==> src/logic/sar_map.svh <==
// Constants for the serial readout block of the sampling converter
`ifndef SAR_MAP_SVH
`define SAR_MAP_SVH

// =====================================================================
// Conversion sequence, counted in falling edges of the serial clock
`define SAR_RES_BITS    12
`define SAR_START_EDGE  5'h01
`define SAR_LSB_EDGE    5'h0d
`define SAR_END_EDGE    5'h0e
`define SAR_LSB_REPEAT  4'hb

// =====================================================================
// Buffer and reset values
`define SAR_FIFO_DEPTH  16
`define SAR_CODE_RESET  12'h000

`endif

==> src/logic/sar_pkg.sv <==
// Types shared by the serial readout modules
package sar_pkg;

  // ===================================================================
  // Sequencer states, one-hot
  typedef enum logic [3:0] {
    SAR_SAMPLE  = 4'h1,
    SAR_CONVERT = 4'h2,
    SAR_LSB_OUT = 4'h4,
    SAR_POWER   = 4'h8
  } sar_state_type;

endpackage

==> src/logic/sar_fifo_if.sv <==
// Valid/ready link between the sample buffer and the sequencer
`timescale 1ns/10ps
interface sar_fifo_if #(
  parameter int WIDTH = 12
);
  logic             wr_valid;
  logic             wr_ready;
  logic [WIDTH-1:0] wr_data;
  logic             rd_valid;
  logic             rd_ready;
  logic [WIDTH-1:0] rd_data;

  // =====================================================================
  // Buffer side and user side
  modport buffer (input wr_valid, wr_data, rd_ready,
                  output wr_ready, rd_valid, rd_data);
  modport user   (output wr_valid, wr_data, rd_ready,
                  input wr_ready, rd_valid, rd_data);
endinterface

==> src/logic/sar_fifo.sv <==
// Sample buffer with parameterised width and depth
`timescale 1ns/10ps
module sar_fifo #(
  parameter int WIDTH = 12,
  parameter int DEPTH = 16
) (
  // Clock and reset
  input  wire logic clock_i,
  input  wire logic rst_n_i,
  // Both sides of the buffer
  sar_fifo_if.buffer  fif
);
  localparam int AW = $clog2(DEPTH);

  logic [WIDTH-1:0] mem [DEPTH];
  logic [AW-1:0]    wr_ptr;
  logic [AW-1:0]    rd_ptr;
  logic [AW:0]      count;
  logic             wr_ready;
  logic [AW-1:0]    next_wr_ptr;
  logic [AW-1:0]    next_rd_ptr;
  logic [AW:0]      next_count;
  logic             next_wr_ready;
  logic             push;
  logic             pop;

  // =====================================================================
  // Handshake and pointer arithmetic
  always_comb begin
    push          = fif.wr_valid & wr_ready;
    pop           = fif.rd_ready & (count != '0);
    next_wr_ptr   = push ? AW'(wr_ptr + 1'b1) : wr_ptr;
    next_rd_ptr   = pop ? AW'(rd_ptr + 1'b1) : rd_ptr;
    next_count    = count;
    if (push && !pop) begin
      next_count = (AW+1)'(count + 1'b1);
    end else if (pop && !push) begin
      next_count = (AW+1)'(count - 1'b1);
    end
    // Registered ready looks at the next count, so no slot is lost
    next_wr_ready = next_count < (AW+1)'(DEPTH);
  end

  // State registers
  always_ff @(posedge clock_i or negedge rst_n_i) begin
    if (!rst_n_i) begin
      wr_ptr   <= '0;
      rd_ptr   <= '0;
      count    <= '0;
      wr_ready <= 1'b0;
    end else begin
      wr_ptr   <= next_wr_ptr;
      rd_ptr   <= next_rd_ptr;
      count    <= next_count;
      wr_ready <= next_wr_ready;
    end
  end

  // Storage has no reset; empty flag guards stale words
  always_ff @(posedge clock_i) begin
    if (push) begin
      mem[wr_ptr] <= fif.wr_data;
    end
  end

  assign fif.wr_ready = wr_ready;
  assign fif.rd_valid = (count != '0);
  assign fif.rd_data  = mem[rd_ptr];
endmodule

==> src/logic/sar_readout.sv <==
// Conversion sequencer and serial readout of the 12-bit converter
`timescale 1ns/10ps
`include "sar_map.svh"

// Behaviour
// RULE1: High mid-conversion, low in 13th: LSB-first
// RULE2: LSB-first resend over next 11 clocks
// RULE3: LSB-first enters power-down until control rises
// RULE4: High then low before 13th clock aborts
// RULE5: Aborted conversion stops, low bits undecided
// RULE6: Control falling releases data output at once
// RULE7: Host keeps control high until bit captured
// RULE8: Results are unsigned straight binary codes
// RULE9: Control falling switches sampling to hold
// RULE10: Host starts clock within droop limit
// RULE11: Host keeps clock period under maximum
// RULE12: SPI host wiring: select, clock, MISO
// RULE13: DSP port wiring: frame sync, clock, receive
// RULE14: Control low at 13th clock: power-down
// RULE15: Host clock start and period limits
// RULE16: Data driven low marks first cycle
// RULE17: Host holds control high 350 ns first
// RULE18: Twelve bits MSB first, LSB in 13th
module sar_readout
  import sar_pkg::*;
#(
  parameter int RES_BITS   = `SAR_RES_BITS,
  parameter int FIFO_DEPTH = `SAR_FIFO_DEPTH
) (
  // Clock and reset
  input  wire logic                clock_i,
  input  wire logic                rst_n_i,
  // Host serial pins
  input  wire logic                convert_control_i,
  input  wire logic                sclk_i,
  output logic                     data_o,
  output logic                     data_oe_n_o,
  // Digitised codes from the comparator front end
  input  wire logic [RES_BITS-1:0] sample_data_i,
  input  wire logic                sample_valid_i,
  output logic                     sample_ready_o,
  // Converter status
  output logic                     hold_o,
  output logic                     power_down_o,
  output logic                     lsb_mode_o,
  output logic [RES_BITS-1:0]      result_o,
  output logic [4:0]               result_bits_o,
  output logic                     result_valid_o
);

  // =====================================================================
  // Declarations
  sar_fifo_if #(.WIDTH(RES_BITS)) fif ();

  sar_state_type         state, next_state;
  logic [4:0]            cyc, next_cyc;
  logic [3:0]            lsb_idx, next_lsb_idx;
  logic                  seen_high, next_seen_high;
  logic [RES_BITS-1:0]   held, next_held;
  logic [RES_BITS-1:0]   decided, next_decided;
  logic                  data, next_data;
  logic                  oe_n, next_oe_n;
  logic                  hold, next_hold;
  logic                  pd, next_pd;
  logic [RES_BITS-1:0]   res, next_res;
  logic [4:0]            res_bits, next_res_bits;
  logic                  res_valid, next_res_valid;
  logic                  convert_control_q;
  logic                  sclk_q;
  logic                  convert_control_fall;
  logic                  convert_control_rise;
  logic                  sclk_fall;
  logic                  pop;
  logic [4:0]            k;

  // Result bit presented on falling edge k (MSB at edge 2)
  function automatic logic [3:0] sar_bit_of(input logic [4:0] edge_no);
    sar_bit_of = 4'(`SAR_LSB_EDGE - edge_no);
  endfunction

  // =====================================================================
  // Sample buffer in front of the sequencer
  assign fif.wr_valid = sample_valid_i;
  assign fif.wr_data  = sample_data_i;
  assign fif.rd_ready = pop;

  sar_fifo #(
    .WIDTH (RES_BITS),
    .DEPTH (FIFO_DEPTH)
  ) u_fifo (
    .clock_i (clock_i),
    .rst_n_i (rst_n_i),
    .fif     (fif.buffer)
  );

  // Edge detection; pins are synchronous to clock_i
  assign convert_control_fall = convert_control_q & ~convert_control_i;
  assign convert_control_rise = ~convert_control_q & convert_control_i;
  assign sclk_fall = sclk_q & ~sclk_i;
  assign k         = 5'(cyc + 5'h01);

  // =====================================================================
  // Sequencer next-state logic
  always_comb begin
    next_state     = state;
    next_cyc       = cyc;
    next_lsb_idx   = lsb_idx;
    next_seen_high = seen_high;
    next_held      = held;
    next_decided   = decided;
    next_data      = data;
    next_oe_n      = oe_n;
    next_hold      = hold;
    next_pd        = pd;
    next_res       = res;
    next_res_bits  = res_bits;
    next_res_valid = 1'b0;
    pop            = 1'b0;
    case (state)
      SAR_SAMPLE: begin
        next_hold = 1'b0;
        next_pd   = 1'b0;
        if (convert_control_fall) begin
          // Freeze the input for the coming conversion
          next_state     = SAR_CONVERT;                      // [RULE9]
          next_hold      = 1'b1;                             // [RULE9]
          next_cyc       = 5'h00;
          next_seen_high = 1'b0;
          next_decided   = '0;
          pop            = fif.rd_valid;
          next_held      = fif.rd_valid ? fif.rd_data : held;
        end
      end
      SAR_CONVERT: begin
        if (convert_control_i) begin
          next_seen_high = 1'b1;
        end
        if (convert_control_fall && cyc == `SAR_LSB_EDGE) begin
          // Fall during the LSB clock: resend reversed, core sleeps
          next_state   = SAR_LSB_OUT;                        // [RULE1]
          next_lsb_idx = 4'h1;
          next_oe_n    = 1'b1;                               // [RULE6]
          next_pd      = 1'b1;                               // [RULE3]
        end else if (convert_control_fall) begin
          // Abort: report only the bits decided so far, then re-hold
          next_oe_n      = 1'b1;                             // [RULE6]
          next_res       = decided;                          // [RULE5]
          next_res_bits  = (cyc > 5'h01) ? 5'(cyc - 5'h01) : 5'h00;
          next_res_valid = 1'b1;                             // [RULE4]
          next_cyc       = 5'h00;
          next_seen_high = 1'b0;
          next_decided   = '0;
          next_hold      = 1'b1;                             // [RULE9]
          pop            = fif.rd_valid;
          next_held      = fif.rd_valid ? fif.rd_data : held;
        end else if (sclk_fall) begin
          next_cyc = k;
          if (k == `SAR_START_EDGE) begin
            // Leaving high impedance low marks conversion start
            next_oe_n = 1'b0;                                // [RULE16]
            next_data = 1'b0;                                // [RULE16]
          end else if (k <= `SAR_LSB_EDGE) begin
            // Straight binary code, MSB first                   [RULE8]
            next_data = held[sar_bit_of(k)];                 // [RULE18]
            next_decided[sar_bit_of(k)] = held[sar_bit_of(k)];
          end else begin
            next_oe_n      = 1'b1;
            next_res       = decided;
            next_res_bits  = 5'(RES_BITS);
            next_res_valid = 1'b1;
            if (!convert_control_i && !seen_high) begin
              next_state = SAR_POWER;                        // [RULE14]
              next_pd    = 1'b1;                             // [RULE14]
            end else begin
              next_state = SAR_SAMPLE;
              next_hold  = 1'b0;
            end
          end
        end
      end
      SAR_LSB_OUT: begin
        if (convert_control_rise) begin
          // Rising control wins: back to sampling at once
          next_state = SAR_SAMPLE;                           // [RULE3]
          next_oe_n  = 1'b1;
          next_hold  = 1'b0;
          next_pd    = 1'b0;
        end else if (sclk_fall) begin
          if (lsb_idx <= `SAR_LSB_REPEAT) begin
            next_oe_n    = 1'b0;
            next_data    = held[lsb_idx];                    // [RULE2]
            next_lsb_idx = 4'(lsb_idx + 4'h1);
          end else begin
            next_state = SAR_POWER;                          // [RULE3]
            next_oe_n  = 1'b1;
          end
        end
      end
      SAR_POWER: begin
        next_oe_n = 1'b1;
        if (convert_control_rise) begin
          // Power-up and sampling resume together
          next_state = SAR_SAMPLE;                           // [RULE14]
          next_pd    = 1'b0;
          next_hold  = 1'b0;
        end
      end
      default: begin
        next_state = SAR_SAMPLE;
        next_oe_n  = 1'b1;
      end
    endcase
  end

  // =====================================================================
  // Sequencer registers
  always_ff @(posedge clock_i or negedge rst_n_i) begin
    if (!rst_n_i) begin
      state     <= SAR_SAMPLE;
      cyc       <= 5'h00;
      lsb_idx   <= 4'h0;
      seen_high <= 1'b0;
      held      <= `SAR_CODE_RESET;
      decided   <= `SAR_CODE_RESET;
      data      <= 1'b0;
      oe_n      <= 1'b1;
      hold      <= 1'b0;
      pd        <= 1'b0;
      res       <= `SAR_CODE_RESET;
      res_bits  <= 5'h00;
      res_valid <= 1'b0;
      convert_control_q    <= 1'b1;
      sclk_q    <= 1'b0;
    end else begin
      state     <= next_state;
      cyc       <= next_cyc;
      lsb_idx   <= next_lsb_idx;
      seen_high <= next_seen_high;
      held      <= next_held;
      decided   <= next_decided;
      data      <= next_data;
      oe_n      <= next_oe_n;
      hold      <= next_hold;
      pd        <= next_pd;
      res       <= next_res;
      res_bits  <= next_res_bits;
      res_valid <= next_res_valid;
      convert_control_q    <= convert_control_i;
      sclk_q    <= sclk_i;
    end
  end

  // Outputs straight from flops
  assign data_o         = data;
  assign data_oe_n_o    = oe_n;
  assign hold_o         = hold;
  assign power_down_o   = pd;
  assign lsb_mode_o     = state[2];              // One-hot bit of SAR_LSB_OUT
  assign result_o       = res;
  assign result_bits_o  = res_bits;
  assign result_valid_o = res_valid;
  assign sample_ready_o = fif.wr_ready;
endmodule
==> config.mk <==
export PLATFORM = sky130hd
export DESIGN_NAME = sar_readout
export DESIGN_NICKNAME = d
export VERILOG_FILES = /design/src/logic/sar_pkg.sv /design/src/logic/sar_fifo_if.sv /design/src/logic/sar_fifo.sv /design/src/logic/sar_readout.sv
export VERILOG_INCLUDE_DIRS = /design/src /design/src/logic
export SDC_FILE = /design/constraint.sdc
export NUM_CORES = 1
export LEC_CHECK = 0
export ABC_AREA = 1
export ABC_CLOCK_PERIOD_IN_PS = 3500
export BUFFER_PORTS_ARGS = -buffer_cell sky130_fd_sc_hd__buf_2
export CORE_MARGIN = 4
export CORE_UTILIZATION = 30
export CTS_CLUSTER_DIAMETER = 30
export DETAILED_ROUTE_END_ITERATION = 8
export SLEW_MARGIN = 40
export SYNTH_ARGS = -nofsm -noshare
export SYNTH_HDL_FRONTEND = slang
export SYNTH_HIERARCHICAL = 1
export SYNTH_SLANG_ARGS = --single-unit
==> constraint.sdc <==
create_clock -name clock_i -period 3.5 [get_ports clock_i]
set_clock_uncertainty 0.2 [all_clocks]
set_input_delay 0.175 -clock clock_i [delete_from_list [all_inputs] [get_ports clock_i]]
set_output_delay 0.175 -clock clock_i [all_outputs]
set_load 0.01 [all_outputs]
# Yosys cells after proc, flatten, opt, wreduce, memory -nomap -nowiden
# Memories as Yosys holds them, arrays and structs flattened.
# Index checks and enable logic that the tools add are counted.
# W data, S select, Z words.
# word_totals
mem_count	1
elab_cells	205
mem_bits_rw	192
ff_bits	76
inputBits	17
output_inout_bits	24
# memory_table
memory	depth	width	read_ports	rd_ports_with_merged_regs	write_ports	line	text
u_fifo.mem	16	12	1	0	1	sar_fifo.sv:15	logic [WIDTH-1:0] mem [DEPTH];
# classes
addsub	8
order_cmp	7
muxes	101
eq_ne	33
bitwise	10
n_reduce_logical	26
# op_table
operator	count
$mux W12	13
$mux W4	15
$mux W5	11
$pmux W12 S2	2
$mux W1	47
$ne A3 B3 Y1 const B	13
$ne A2 B2 Y1 const B	11
$pmux W4 S4	1
$reduce_and A8 Y1	2
$reduce_and A7 Y1	2
$add A4 B1 Y4 const B	3
$bwmux W12	1
$add A5 B1 Y5 const B	2
$lt A4 B5 Y1 const B	2
$pmux W5 S2	1
$reduce_and A5 Y1	2
$sub A5 B1 Y5 const B	2
$pmux W1 S3	3
$bmux W1 S4	2
$pmux W4 S2	1
$reduce_and A4 Y1	2
$pmux W1 S2	3
$reduce_and A6 Y1	1
$reduce_bool A2 Y1	3
other kinds (24)	40

# Longest topological paths before layout
# Gate-level depths: netlist of the first run.
# depth
ltp_word	13
ltp_mapped	19

# Hierarchy
# Netlist of the first run, hierarchy kept.
# by_module_without_submodules
module	n_inst	area_each_um2	cells_per_inst
sar_fifo	1	8813.5	828
sar_readout	1	3686.0	509

# Worst setup path after synthesis of the first run
# OpenSTA, ideal clock, no wires.
# synth_path
kind	register -> register
from	register cyc[1]
to	register u_fifo.count[0]
path_stages_with_launch	17
path_buffers	1
slack_ps	837
arrival_ps	2335
period_less_slack_ps	2663
path_cell_list	dfrtp_1 inv_1 ha_1 inv_1 nor2_2 nand3_2 inv_1 nand2_2 nand3_1 inv_2 buf_2 nand2_1 inv_1 ha_1 or2_2 nand3_1 o21ai_0
# synth_via
elab_chain_len	8
# synth_lines
item	line	text
start, declared	sar_readout.sv:56	logic [4:0] cyc, next_cyc;
start signal, assigned	sar_readout.sv:236	cyc <= next_cyc;
$eq A5 B4 Y1 (no line) (*)	n/a	
$logic_and A1 B1 Y1 (no line) (*)	n/a	
$mux W1 (*)	sar_readout.sv:138	if (convert_control_fall && cyc == `SAR_LSB_EDGE) begin
$pmux W1 S2 (*)	sar_readout.sv:119	case (state)
named net fif.rd_ready	sar_fifo_if.sv:10	logic rd_ready;
$and A1 B1 Y1 (*)	sar_fifo.sv:31	pop = fif.rd_ready & (count != '0);
named net u_fifo.pop	sar_fifo.sv:25	logic pop;
$logic_and A1 B1 Y1 or $logic_not A1 Y1 (tied branches)	sar_fifo.sv:37, sar_fifo.sv:35	
$mux W5 or $logic_and A1 B1 Y1 (tied branches)	sar_fifo.sv:37, sar_fifo.sv:35	
$mux W5 (*)	sar_fifo.sv:35	if (push && !pop) begin
end signal, assigned	sar_fifo.sv:54	count <= next_count;
end, declared	sar_fifo.sv:18	logic [AW:0] count;
# Mark *: on every way through the listed nets, which the timed path passes. The rest lies on a longest branch.
# A chain may end at the register's enable or synchronous reset.

# Worst setup path in the final report of the first run
# layout_path
from	register cyc[1]
to	register u_fifo.count[2]
# layout_via
elab_chain_len	8
# layout_lines
item	line
$eq A5 B4 Y1 (no line) (*)	n/a
$logic_and A1 B1 Y1 (no line) (*)	n/a
$mux W1 (*)	sar_readout.sv:138
$pmux W1 S2 (*)	sar_readout.sv:119
$and A1 B1 Y1 (*)	sar_fifo.sv:31
named net u_fifo.pop	sar_fifo.sv:25
$logic_and A1 B1 Y1 or $logic_not A1 Y1 (tied branches)	sar_fifo.sv:37, sar_fifo.sv:35
$mux W5 or $logic_and A1 B1 Y1 (tied branches)	sar_fifo.sv:37, sar_fifo.sv:35
$mux W5 (*)	sar_fifo.sv:35
# Marked as above.

==> results.md, run 1 <==
* Status: completed
* Synth area leader: edfxtp_1
* Crit end category: flip-flop
* # fillers at 4052
* Pin count of the biggest net entering global routing at 60
* Worst setup SP type: flip-flop
* YS warnings at 6
* DRT Wirelength at 28900 µm
* Setup violations, final at 0
* Clock latency on the worst-skew pair at 0.58 ns
* Worst min path class: input port to flip-flop
* Routed vias at 9130
* Mapped Nets at 1373
* DP HPWL at 18600 µm
* Worst path required time at 3.80 ns
* WL met2 at 13400 µm
* First-pass GRT wire length at 47100 µm
* Asr flop ratio synth at 28.4%
* Wirelength per Cell at 14.4 µm
* Slew @ Worst Pin at 0.678 ns
* Starting Density at 30.5%
* Pins Over Slew Limit at 0
* Die area at 45000 µm²
* Post-synth EDFFs at 192
* Cell variety after synth at 35
* Die height at 212 µm
* Initial antenna violation count at 0
* CTS tree: built
* Drt via density at 4.56
* Placement row count at 74
* Mapped Area at 12500 µm²
* Hold Slack at 0.0970 ns
* Layout cells sized above 1 at 13.7%
* Congestion Overflow GR at 0
* GRT Resource Usage Total at 12.8%
* DR pass1 iterations at 5
* Met3 WL at 1510 µm
* Highest routed layer: met4
* WS Path Type: flip-flop to flip-flop
* I/O Buffers at 40
* Met1 Routed Length at 13400 µm
* PwrDens at 839 nW/µm²
* RSZ-0062 raised after global routing: false
* Setup TNS Final at 0 ns
* Peak Freq at 320 MHz
* Post-synthesis cell count at 1337
* CP arrival at 3.43 ns
* Clock-pin transition on the worst setup and hold timing paths at 0.05 ns
* Leakage at 6.73 nW
* Die X at 212 µm
* H-tree depth at 2
* Antenna Cells at 0
* Core area at 41000 µm²
* Vias in the first global route at 8946
* Clock root buffer: clkbuf_16
* Slowest-stage cell, CP: dfrtp_1
* Most common cell after layout, fill and taps aside: nand2_1
* Commonest non-fill, non-tap cells in the layout: 514 x nand2_1, 192 x edfxtp_1, 154 x nand3_1
* Crit path top cell by count: inv_1
* Top-area cell type share of the netlist area at 46.1%
* Final Net Count at 1461
* VDD IR-drop max at 0.443 mV
* Largest cells by area after synthesis: edfxtp_1 46%, nand2_1 15%, dfrtp_1 15%
* # DRC at 0
* Initial DRC Count at 604
* Buf/Inv on CP at 6
* Worst Path Max Fanout at 15
* Synthesis-stage register bit count at 268
* Post-route ant nets at 0
* Post-route minimum period at 3.13 ns
* Max-slew headroom at 54.7%
* Family with the most delay on the worst path: simple AND/OR/NAND/NOR gates
* Number of CTS-inserted buffers at 53
* Period utilization at 89.4%
* Seq/Total Area, Yosys at 61.4%
* Syn Area/Cell at 9.35 µm²
* Final hold violation count at 0
* IO Pins at 41
* Slowest Stage Delay on Critical Path at 0.47 ns
* Max clock buf depth at 3
* GP Congestion at 0.874
* CTS Sinks at 268
* Worst path cell trace: inv_1, ha_1, inv_1, nor2_2, nand3_2, inv_1, nand2_2, nand3_2, inv_4, nand2_1, inv_1, ha_1, inv_1, nor2_1, nand2_1, o22ai_1, nand2_1, nand2_1
* Top FF cell, synth: edfxtp_1
* Max-Cap Viols at 0
* Layout area overhead at 22.6%
[sequential cells by signal, summed over array words and instances, names as in the netlist, named ones only]
register	flops
data_o	1
result_valid_o	1
decided	12
u_fifo/fif.wr_ready	1
data_oe_n_o	1
result_o	12
sclk_q	1
u_fifo/mem	192
u_fifo/wr_ptr	4
u_fifo/count	4
seen_high	1
cyc	5
convert_control_q	1
u_fifo/rd_ptr	4
held	12
state	4
hold_o	1
power_down_o	1
lsb_idx	4
result_bits_o	5
[path summary, 6_finish.rpt]
check	from	end	slack, ns	cells after the start
max	cyc[1]	u_fifo/count[2]	0.37	18
max in group asynchronous	rst_n_i	result_o[10]	1.92	4
min	sclk_i	sclk_q	0.1	2
min reg2reg	data_oe_n_o	data_oe_n_o	0.27	2
min in group asynchronous	rst_n_i	held[0]	0.50	3
max reg2reg	cyc[1]	u_fifo/count[2]	0.37	18
[final cells by class]
type,count,area [µm²],share of cell area [%]
repair buffers,83,584,3.81
clock buffers,57,1350,8.82
well taps,532,666,4.34
clock inverters,42,526,3.43
flip-flops and latches,268,7670,50.1
multi-input cells,909,4110,26.8
inverters,110,415,2.71
[cells by family after synthesis]
family	count (synthesis)	share of synthesized area, %
simple gates	813	27.2
flops	268	61.4
buf+inv	160	5.81
compound gates	70	3.21
fa+ha+maj	19	1.90
xor+xnor	7	0.491
[worst register-to-register path, stage by stage, from the launching register on]
cell and delay, ns:
dfrtp_1 0.47, inv_1 0.14, ha_1 0.27, inv_1 0.09, nor2_2 0.05, nand3_2 0.09
inv_1 0.07, nand2_2 0.13, nand3_2 0.24, inv_4 0.22, nand2_1 0.14, inv_1 0.19
ha_1 0.19, inv_1 0.04, nor2_1 0.21, nand2_1 0.08, o22ai_1 0.13, nand2_1 0.07
nand2_1 0.05
[layer usage]
layer | up-vias | global-route usage, %
met5 | - | 0
met4 | 0 | 3.49
met3 | 41 | 2.83
met2 | 196 | 21.1
met1 | 4309 | 17.2
li1 | 4584 | -
[cell usage after synthesis, types with 2 or more instances]
cell type / count
nand3_2: 4
inv_2: 10
nor2_1: 108
buf_4: 15
nor2_4: 4
nand3_1: 155
o211ai_1: 13
nand2_1: 514
buf_2: 19
o21ai_0: 25
clkbuf_1: 7
or2_2: 2
nand4_1: 8
buf_6: 6
o22ai_1: 7
xor2_1: 6
a21oi_1: 21
nor2_2: 3
dfstp_2: 3
a21oi_2: 2
inv_1: 99
nand2_2: 10
dfrtp_1: 73
ha_1: 19
buf_1: 3
edfxtp_1: 192
[metrics by stage]
stage / total power [mW] / setup slack, ns / area (µm²) / utilization, % / cells
CTS: 13.0 / 0.164 / 15300 / 37.3 / 2000
detailed placement: 7.71 / 0.183 / 13300 / 32.3 / 1885
finish: 12.9 / 0.372 / 15300 / 37.4 / 2001
floorplan: 6.70 / 0.837 / 12500 / - / 1337
global placement: 7.65 / 0.359 / 13300 / 32.3 / 1885
global route: 13.7 / 0.0245 / 15300 / 37.4 / 2001
[repair_timing]
| item | in CTS | in global routing |
|---|---|---|
| endpoints found under the hold margin | 277 | 1 |
| gates resized for setup | 0 | 2 |
| setup buffers | 0 | 0 |
| hold buffers | 16 | 1 |
| endpoints found under the setup margin | 0 | 6 |
[power breakdown]
group          switching, mW  internal (mW)
combinational           2.46           1.06
sequential             0.306           3.86
clock                   1.80           3.37
total                   4.56           8.29
(Power assumes the default switching activity.)
==> run 2: changes to the inputs <==
--- a/config.mk
+++ b/config.mk
@@ -13,6 +13,7 @@
 export CORE_UTILIZATION = 30
 export CTS_CLUSTER_DIAMETER = 30
 export DETAILED_ROUTE_END_ITERATION = 8
+export REMOVE_ABC_BUFFERS = 1
 export SLEW_MARGIN = 40
 export SYNTH_ARGS = -nofsm -noshare
 export SYNTH_HDL_FRONTEND = slang
==> constraint.sdc (replaced) <==
create_clock -name clock_i -period 3.5 [get_ports clock_i]
set_clock_uncertainty 0.2 [all_clocks]
set_input_delay 0.175 -clock clock_i [delete_from_list [all_inputs] [get_ports clock_i]]
set_output_delay 0.175 -clock clock_i [all_outputs]
set_load 0.005 [all_outputs]
==> run 2 against run 1 <==
Effect of this change: cell count shrank 0.30%; sequential power is essentially flat; highest routed layer unchanged; global-route usage shrank 0.12 points; die area is the same; critical endpoint unchanged; combinational power shrank 1%; design area is essentially flat; register-to-register slack gained 0.05 ns; largest power group unchanged.
==> results.md, run 2 (synthesis results as in run 1) <==
* Setup violations, final at 0 (unchanged)
* Wirelength per Cell at 14.3 µm (-1.0%)
* DRT Wirelength at 28500 µm (-1.3%)
* Clock latency on the worst-skew pair at 0.57 ns (about the same)
* # DRC at 0 (unchanged)
* Post-route ant nets at 0 (unchanged)
* Clock-pin transition on the worst setup and hold timing paths at 0.05 ns (about the same)
* Cell count of the worst reg-to-reg path at 18 (unchanged)
* Placement row count at 74 (unchanged)
* Antenna Cells at 0 (unchanged)
* Worst Path Max Fanout at 15 (unchanged)
* Crit end category: flip-flop
* Die area at 45000 µm² (unchanged)
* Drt via density at 4.57 (about the same)
* Peak Freq at 325 MHz (+1.7%)
* Max reg flops at 192 (unchanged)
* Die height at 212 µm (unchanged)
* RSZ-0062 raised after global routing: false
* Layout area overhead at 22.5% (about the same)
* Routed vias at 9111 (-0.21%)
* Core area at 41000 µm² (unchanged)
* CTS Sinks at 268 (unchanged)
* Final hold violation count at 0 (unchanged)
* Setup TNS Final at 0 ns (unchanged)
* Pin count of the biggest net entering global routing at 122 (+100%)
* Congestion Overflow GR at 0 (unchanged)
* Worst path required time at 3.80 ns (about the same)
* Max-slew headroom at 52.7% (-1.9 points)
* Post-route minimum period at 3.08 ns (-0.0517 ns)
* Most common cell after layout, fill and taps aside: nand2_1
* Final Net Count at 1455 (-0.41%)
* PwrDens at 840 nW/µm² (+0.21%)
* Multi-input logic area at 4100 µm² (-0.12%)
* Post-CTS setup buffer count at 0 (unchanged)
* R2r startpoint: cyc[1]
* DR pass1 iterations at 5 (unchanged)
* Reg area at 7680 µm² (about the same)
* Vias in the first global route at 8880 (-0.74%)
* GRT Resource Usage Total at 12.7% (-0.12 points)
* Status: completed
* WS Path Type: flip-flop to flip-flop
* Setup slack, reg-to-reg at 0.42 ns (+0.05 ns)
* Clock root buffer: clkbuf_16
* Final non-filler cell total at 1995 (-0.30%)
* Cells after DPL at 1880 (-0.27%)
* Die X at 212 µm (unchanged)
* Commonest non-fill, non-tap cells in the layout: 514 x nand2_1, 192 x edfxtp_1, 155 x nand3_1
* Max clock buf depth at 3 (unchanged)
* H-tree depth at 2 (unchanged)
* VDD IR-drop max at 0.565 mV (+27%)
* Max-Cap Viols at 0 (unchanged)
* Slew @ Worst Pin at 0.709 ns (+0.0305 ns)
* Initial DRC Count at 563 (-6.8%)
* Worst setup SP type: flip-flop
* Layout cells sized above 1 at 13.3% (-0.42 points)
* First-pass GRT wire length at 46800 µm (-0.70%)
* Starting Density at 30.5% (unchanged)
* I/O Buffers at 40 (unchanged)
* GP Congestion at 0.893 (+2.1%)
* CP arrival at 3.37 ns (-0.06 ns)
* Leakage at 6.71 nW (-0.33%)
* IO Pins at 41 (unchanged)
* CTS tree: built
* # fillers at 4083 (+0.77%)
* Number of CTS-inserted buffers at 53 (unchanged)
* Initial antenna violation count at 0 (unchanged)
* Period utilization at 87.9% (-1.5 points)
* Worst min path class: input port to async pin
* DP HPWL at 18000 µm (-3.4%)
* Top reg by flops: u_fifo/mem
* Pins Over Slew Limit at 0 (unchanged)
* Worst flop-to-flop path endpoint: u_fifo/count[2]
## run 2: cell count changes in the layout (fill, tap and decap cells not counted), sizes merged
cell / previous run / this run
clkinvlp: 8 / 10
clkbuf: 57 / 56
buf: 66 / 61
inv: 116 / 112
bufinv: 7 / 9
dlygate4sd3: 17 / 16
clkinv: 21 / 22
## run 2: layout make-up
class                      instances  share of cell area, %
sequential                       268                   50.1
multi-input combinational        909                   26.8
clock buffer                      56                   8.94
tap                              532                   4.35
timing repair buffer              77                   3.59
clock inverter                    43                   3.50
inverter                         110                   2.70
## run 2: timing repair
item                                    4_1_cts  5_1_grt
resized for setup                             0        1
hold buffers                                 16        0
endpoints found under the setup margin        0       11
endpoints found under the hold margin       297        0
## run 2: worst max-delay path: stages (launching register included)
cell	delay (ns)
dfrtp_1	0.48
inv_1	0.14
ha_1	0.29
inv_1	0.10
nor2_2	0.05
nand3_2	0.09
inv_1	0.07
nand2_2	0.12
nand3_1	0.14
inv_2	0.21
nand2_1	0.16
inv_1	0.19
ha_1	0.20
inv_1	0.04
nor2_1	0.21
nand2_1	0.08
o22ai_1	0.12
nand2_1	0.07
nand2_1	0.06
## run 2: power breakdown
group	switching [mW]	internal, mW	total, mW
logic	2.42	1.04	3.46
clock network	1.73	3.52	5.25
registers	0.302	3.86	4.17
total	4.45	8.42	12.9
## run 2: layer usage
layer	vias to the layer above	wire [µm]	global-route usage, %
met5	-	0	0
met4	0	589	3.69
met3	52	1520	2.80
met2	209	13200	20.6
met1	4272	13200	17.2
li1	4578	-	-
## run 2: how the worst max path moves through the flow
stage	startpoint	end	slack (ns)	cells after the start
2_1_floorplan	u_fifo/rd_ptr[0]	held[1]	-0.51	9
3_3_place_gp	cyc[0]	decided[9]	0.51	12
3_5_place_dp	cyc[0]	decided[9]	0.29	12
4_1_cts	cyc[0]	decided[9]	0.30	12
5_1_grt	cyc[0]	decided[9]	0.12	12
6_report	cyc[1]	u_fifo/count[2]	0.42	18
## run 2: stage by stage
| step | util (%) | hold WS (ns) | cell area [µm²] | power, mW | setup WS, ns |
|---|---|---|---|---|---|
| 2_1_floorplan | - | -0.321 | 12200 | 6.48 | -0.507 |
| 3_3_place_gp | 32.3 | 0.114 | 13200 | 7.60 | 0.513 |
| 3_5_place_dp | 32.3 | 0.0667 | 13200 | 7.67 | 0.287 |
| 4_1_cts | 37.3 | 0.0557 | 15300 | 13.0 | 0.298 |
| 5_1_grt | 37.3 | 0.0939 | 15300 | 13.7 | 0.119 |
| 6_report | 37.3 | 0.0358 | 15300 | 12.9 | 0.424 |
==> run 3: changes to the inputs <==
--- a/config.mk
+++ b/config.mk
@@ -9,6 +9,7 @@
 export ABC_AREA = 1
 export ABC_CLOCK_PERIOD_IN_PS = 3500
 export BUFFER_PORTS_ARGS = -buffer_cell sky130_fd_sc_hd__buf_2
+export CORE_ASPECT_RATIO = 0.7
 export CORE_MARGIN = 4
 export CORE_UTILIZATION = 30
 export CTS_CLUSTER_DIAMETER = 30
==> run 3 against run 2 <==
Effect of this change: the run now ends with hold timing left; sequential power about the same; cell count rose by 0.65%; sequential share of layout area grew 0.23 points; worst hold slack worse by 0.058 ns; critical path depth fell by 6; first-iteration DRC count rose by 86%; clock power down 4.6%; sequential cell count unchanged; utilization fell by 0.27 points; worst setup slack worse by 0.098 ns; combinational power grew 5%; die area rose by 0.12%; critical path type unchanged; critical endpoint is now decided[2].
==> results.md, run 3 (synthesis results as in run 1) <==
* CTS Sinks at 268 (unchanged)
* First-pass GRT wire length at 49200 µm (+5.1%)
* Clock latency on the worst-skew pair at 0.57 ns (about the same)
* Finished layout cell area at 15200 µm² (-0.48%)
* Max-Cap Viols at 0 (unchanged)
* Slowest-stage cell, CP: dfrtp_1
* Crit end category: flip-flop
* DR pass1 iterations at 5 (unchanged)
* Multi-input logic area at 4100 µm² (unchanged)
* Final hold violation count at 39 (+39)
* CTS-repair resized insts at 0 (unchanged)
* Cells after DPL at 1897 (+0.90%)
* Hold Slack at -0.0219 ns (-0.0577 ns)
* CTS tree: built
* Setup TNS Final at 0 ns (unchanged)
* Worst path required time at 3.79 ns (about the same)
* Post-CTS setup buffer count at 0 (unchanged)
* Die X at 252 µm (+19%)
* Max clock buf depth at 3 (unchanged)
* Initial antenna violation count at 0 (unchanged)
* Vias in the first global route at 8752 (-1.4%)
* Antenna Cells at 0 (unchanged)
* Worst path cell trace: inv_2, ha_1, inv_1, ha_1, clkinv_1, nand2_1, nand2_1, nand2_1, nand2_1, inv_1, nand3_1, nand2_1
* Slowest Stage Delay on Critical Path at 0.51 ns (+0.03 ns)
* IO Pins at 41 (unchanged)
* Crit path top cell by count: nand2_1
* Slew @ Worst Pin at 0.692 ns (-0.0169 ns)
* Setup violations, final at 0 (unchanged)
* Reg area at 7670 µm² (about the same)
* Core area at 41100 µm² (+0.24%)
* Period utilization at 90.7% (+2.8 points)
* Layout area overhead at 21.9%
* Wirelength per Cell at 15.2 µm (+6.6%)
* DP HPWL at 19200 µm (+6.6%)
* R2r startpoint: cyc[0]
* Commonest non-fill, non-tap cells in the layout: 514 x nand2_1, 192 x edfxtp_1, 155 x nand3_1
* Worst Path Max Fanout at 12 (-3)
* Most common cell after layout, fill and taps aside: nand2_1
* Die height at 179 µm (-16%)
* Drt via density at 4.66 (+1.9%)
* Post-route minimum period at 3.17 ns (+0.0976 ns)
* VDD IR-drop max at 0.528 mV (-6.5%)
* # DRC at 0 (unchanged)
* Worst setup SP type: flip-flop
* Peak Freq at 315 MHz (-3.1%)
* Layout cells sized above 1 at 13.3% (+0.059 points)
* Worst min path class: input port to async pin
* GP Congestion at 0.900 (+0.81%)
* Pin count of the biggest net entering global routing at 122 (unchanged)
* Congestion Overflow GR at 0 (unchanged)
* Die area at 45000 µm² (+0.12%)
* GRT Resource Usage Total at 13.6% (+0.90 points)
* Post-route ant nets at 0 (unchanged)
* Starting Density at 30.4% (-0.072 points)
* Total placed instance area at 13300 µm² (+0.27%)
* DRT Wirelength at 30600 µm (+7.3%)
* Status: finished with violations
* Design Power at 12.8 mW (-0.72%)
* Top reg by flops: u_fifo/mem
* Routed vias at 9348 (+2.6%)
* Final non-filler cell total at 2008 (+0.65%)
* # fillers at 4075 (-0.20%)
* Number of CTS-inserted buffers at 51 (-3.8%)
* CP arrival at 3.46 ns (+0.09 ns)
* Pins Over Slew Limit at 0 (unchanged)
* Leakage at 6.69 nW (-0.31%)
* RSZ-0062 raised after global routing: false
* Hold buffers post-CTS at 16 (unchanged)
* Placement row count at 62 (-16%)
* Final Net Count at 1458 (+0.21%)
* Max reg flops at 192 (unchanged)
* I/O Buffers at 40 (unchanged)
* Clock-pin transition on the worst setup and hold timing paths at 0.05 ns (about the same)
* H-tree depth at 2 (unchanged)
* Worst flop-to-flop path endpoint: decided[2]
* Clock root buffer: clkbuf_16
* Initial DRC Count at 1049 (+86%)
* WS Path Type: flip-flop to flip-flop
* Cell count of the worst reg-to-reg path at 12 (-6)
* Max-slew headroom at 53.8% (+1.0 points)
* PwrDens at 838 nW/µm² (-0.24%)
* Setup slack, reg-to-reg at 0.33 ns (-0.10 ns)
* Failing checks: hold timing
run 3: cell count changes in the layout (fill, tap and decap cells not counted), moves of 2 or more:
cell and change:
buf_4 +6, clkinv_1 -6, clkbuf_1 +5, clkbuf_16 -3
clkinv_16 -2, clkinv_8 +2, clkinvlp_4 -2, inv_8 +2
run 3: layout make-up:
| cell class | count | share of cell area, % |
|---|---|---|
| flip-flops and latches | 268 | 50.4 |
| clock buffers | 58 | 8.61 |
| inverters | 110 | 2.71 |
| well taps | 544 | 4.47 |
| multi-input cells | 909 | 26.9 |
| repair buffers | 82 | 3.77 |
| clock inverters | 37 | 3.15 |
run 3: how the worst max path moves through the flow:
stage	startpoint	to	slack, ns	cells past startpoint
global placement	cyc[1]	u_fifo/count[2]	0.61	18
global route	cyc[0]	decided[7]	0.06	12
detailed placement	cyc[0]	decided[2]	0.42	12
CTS	cyc[0]	decided[2]	0.40	12
finish	cyc[0]	decided[2]	0.33	12
floorplan	u_fifo/rd_ptr[0]	held[1]	-0.51	9
run 3: routing by layer:
| layer | track usage [%] | vias up | part of all wire (%) | wire (µm) |
|---|---|---|---|---|
| met5 | 0 | - | 0 | 0 |
| met1 | 20.9 | 4438 | 50 | 15200 |
| met3 | 2.55 | 38 | 6.4 | 1950 |
| met2 | 19.8 | 296 | 42 | 12900 |
| li1 | - | 4576 | - | - |
| met4 | 3.40 | 0 | 1.5 | 471 |
run 3: metrics by stage:
| stage | setup WS (ns) | utilization, % |
|---|---|---|
| 6_report | 0.327 | 37.1 |
| 3_5_place_dp | 0.421 | 32.3 |
| 3_3_place_gp | 0.613 | 32.3 |
| 4_1_cts | 0.399 | 37.1 |
| 5_1_grt | 0.0642 | 37.1 |
| 2_1_floorplan | -0.507 | - |
run 3: power breakdown:
| group | switching, mW | internal, mW | total, mW |
|---|---|---|---|
| logic | 2.57 | 1.05 | 3.63 |
| registers | 0.276 | 3.86 | 4.14 |
| clock network | 1.70 | 3.32 | 5.01 |
| total | 4.54 | 8.23 | 12.8 |
run 3: worst max-delay path: cells and delay by family (launching register included):
kind                     cells  cell delay (ns)
adder cells (fa/ha/maj)      2             0.88
buffers and inverters        4             0.93
flip-flops                   1             0.51
AND/OR/NAND/NOR              6             0.58
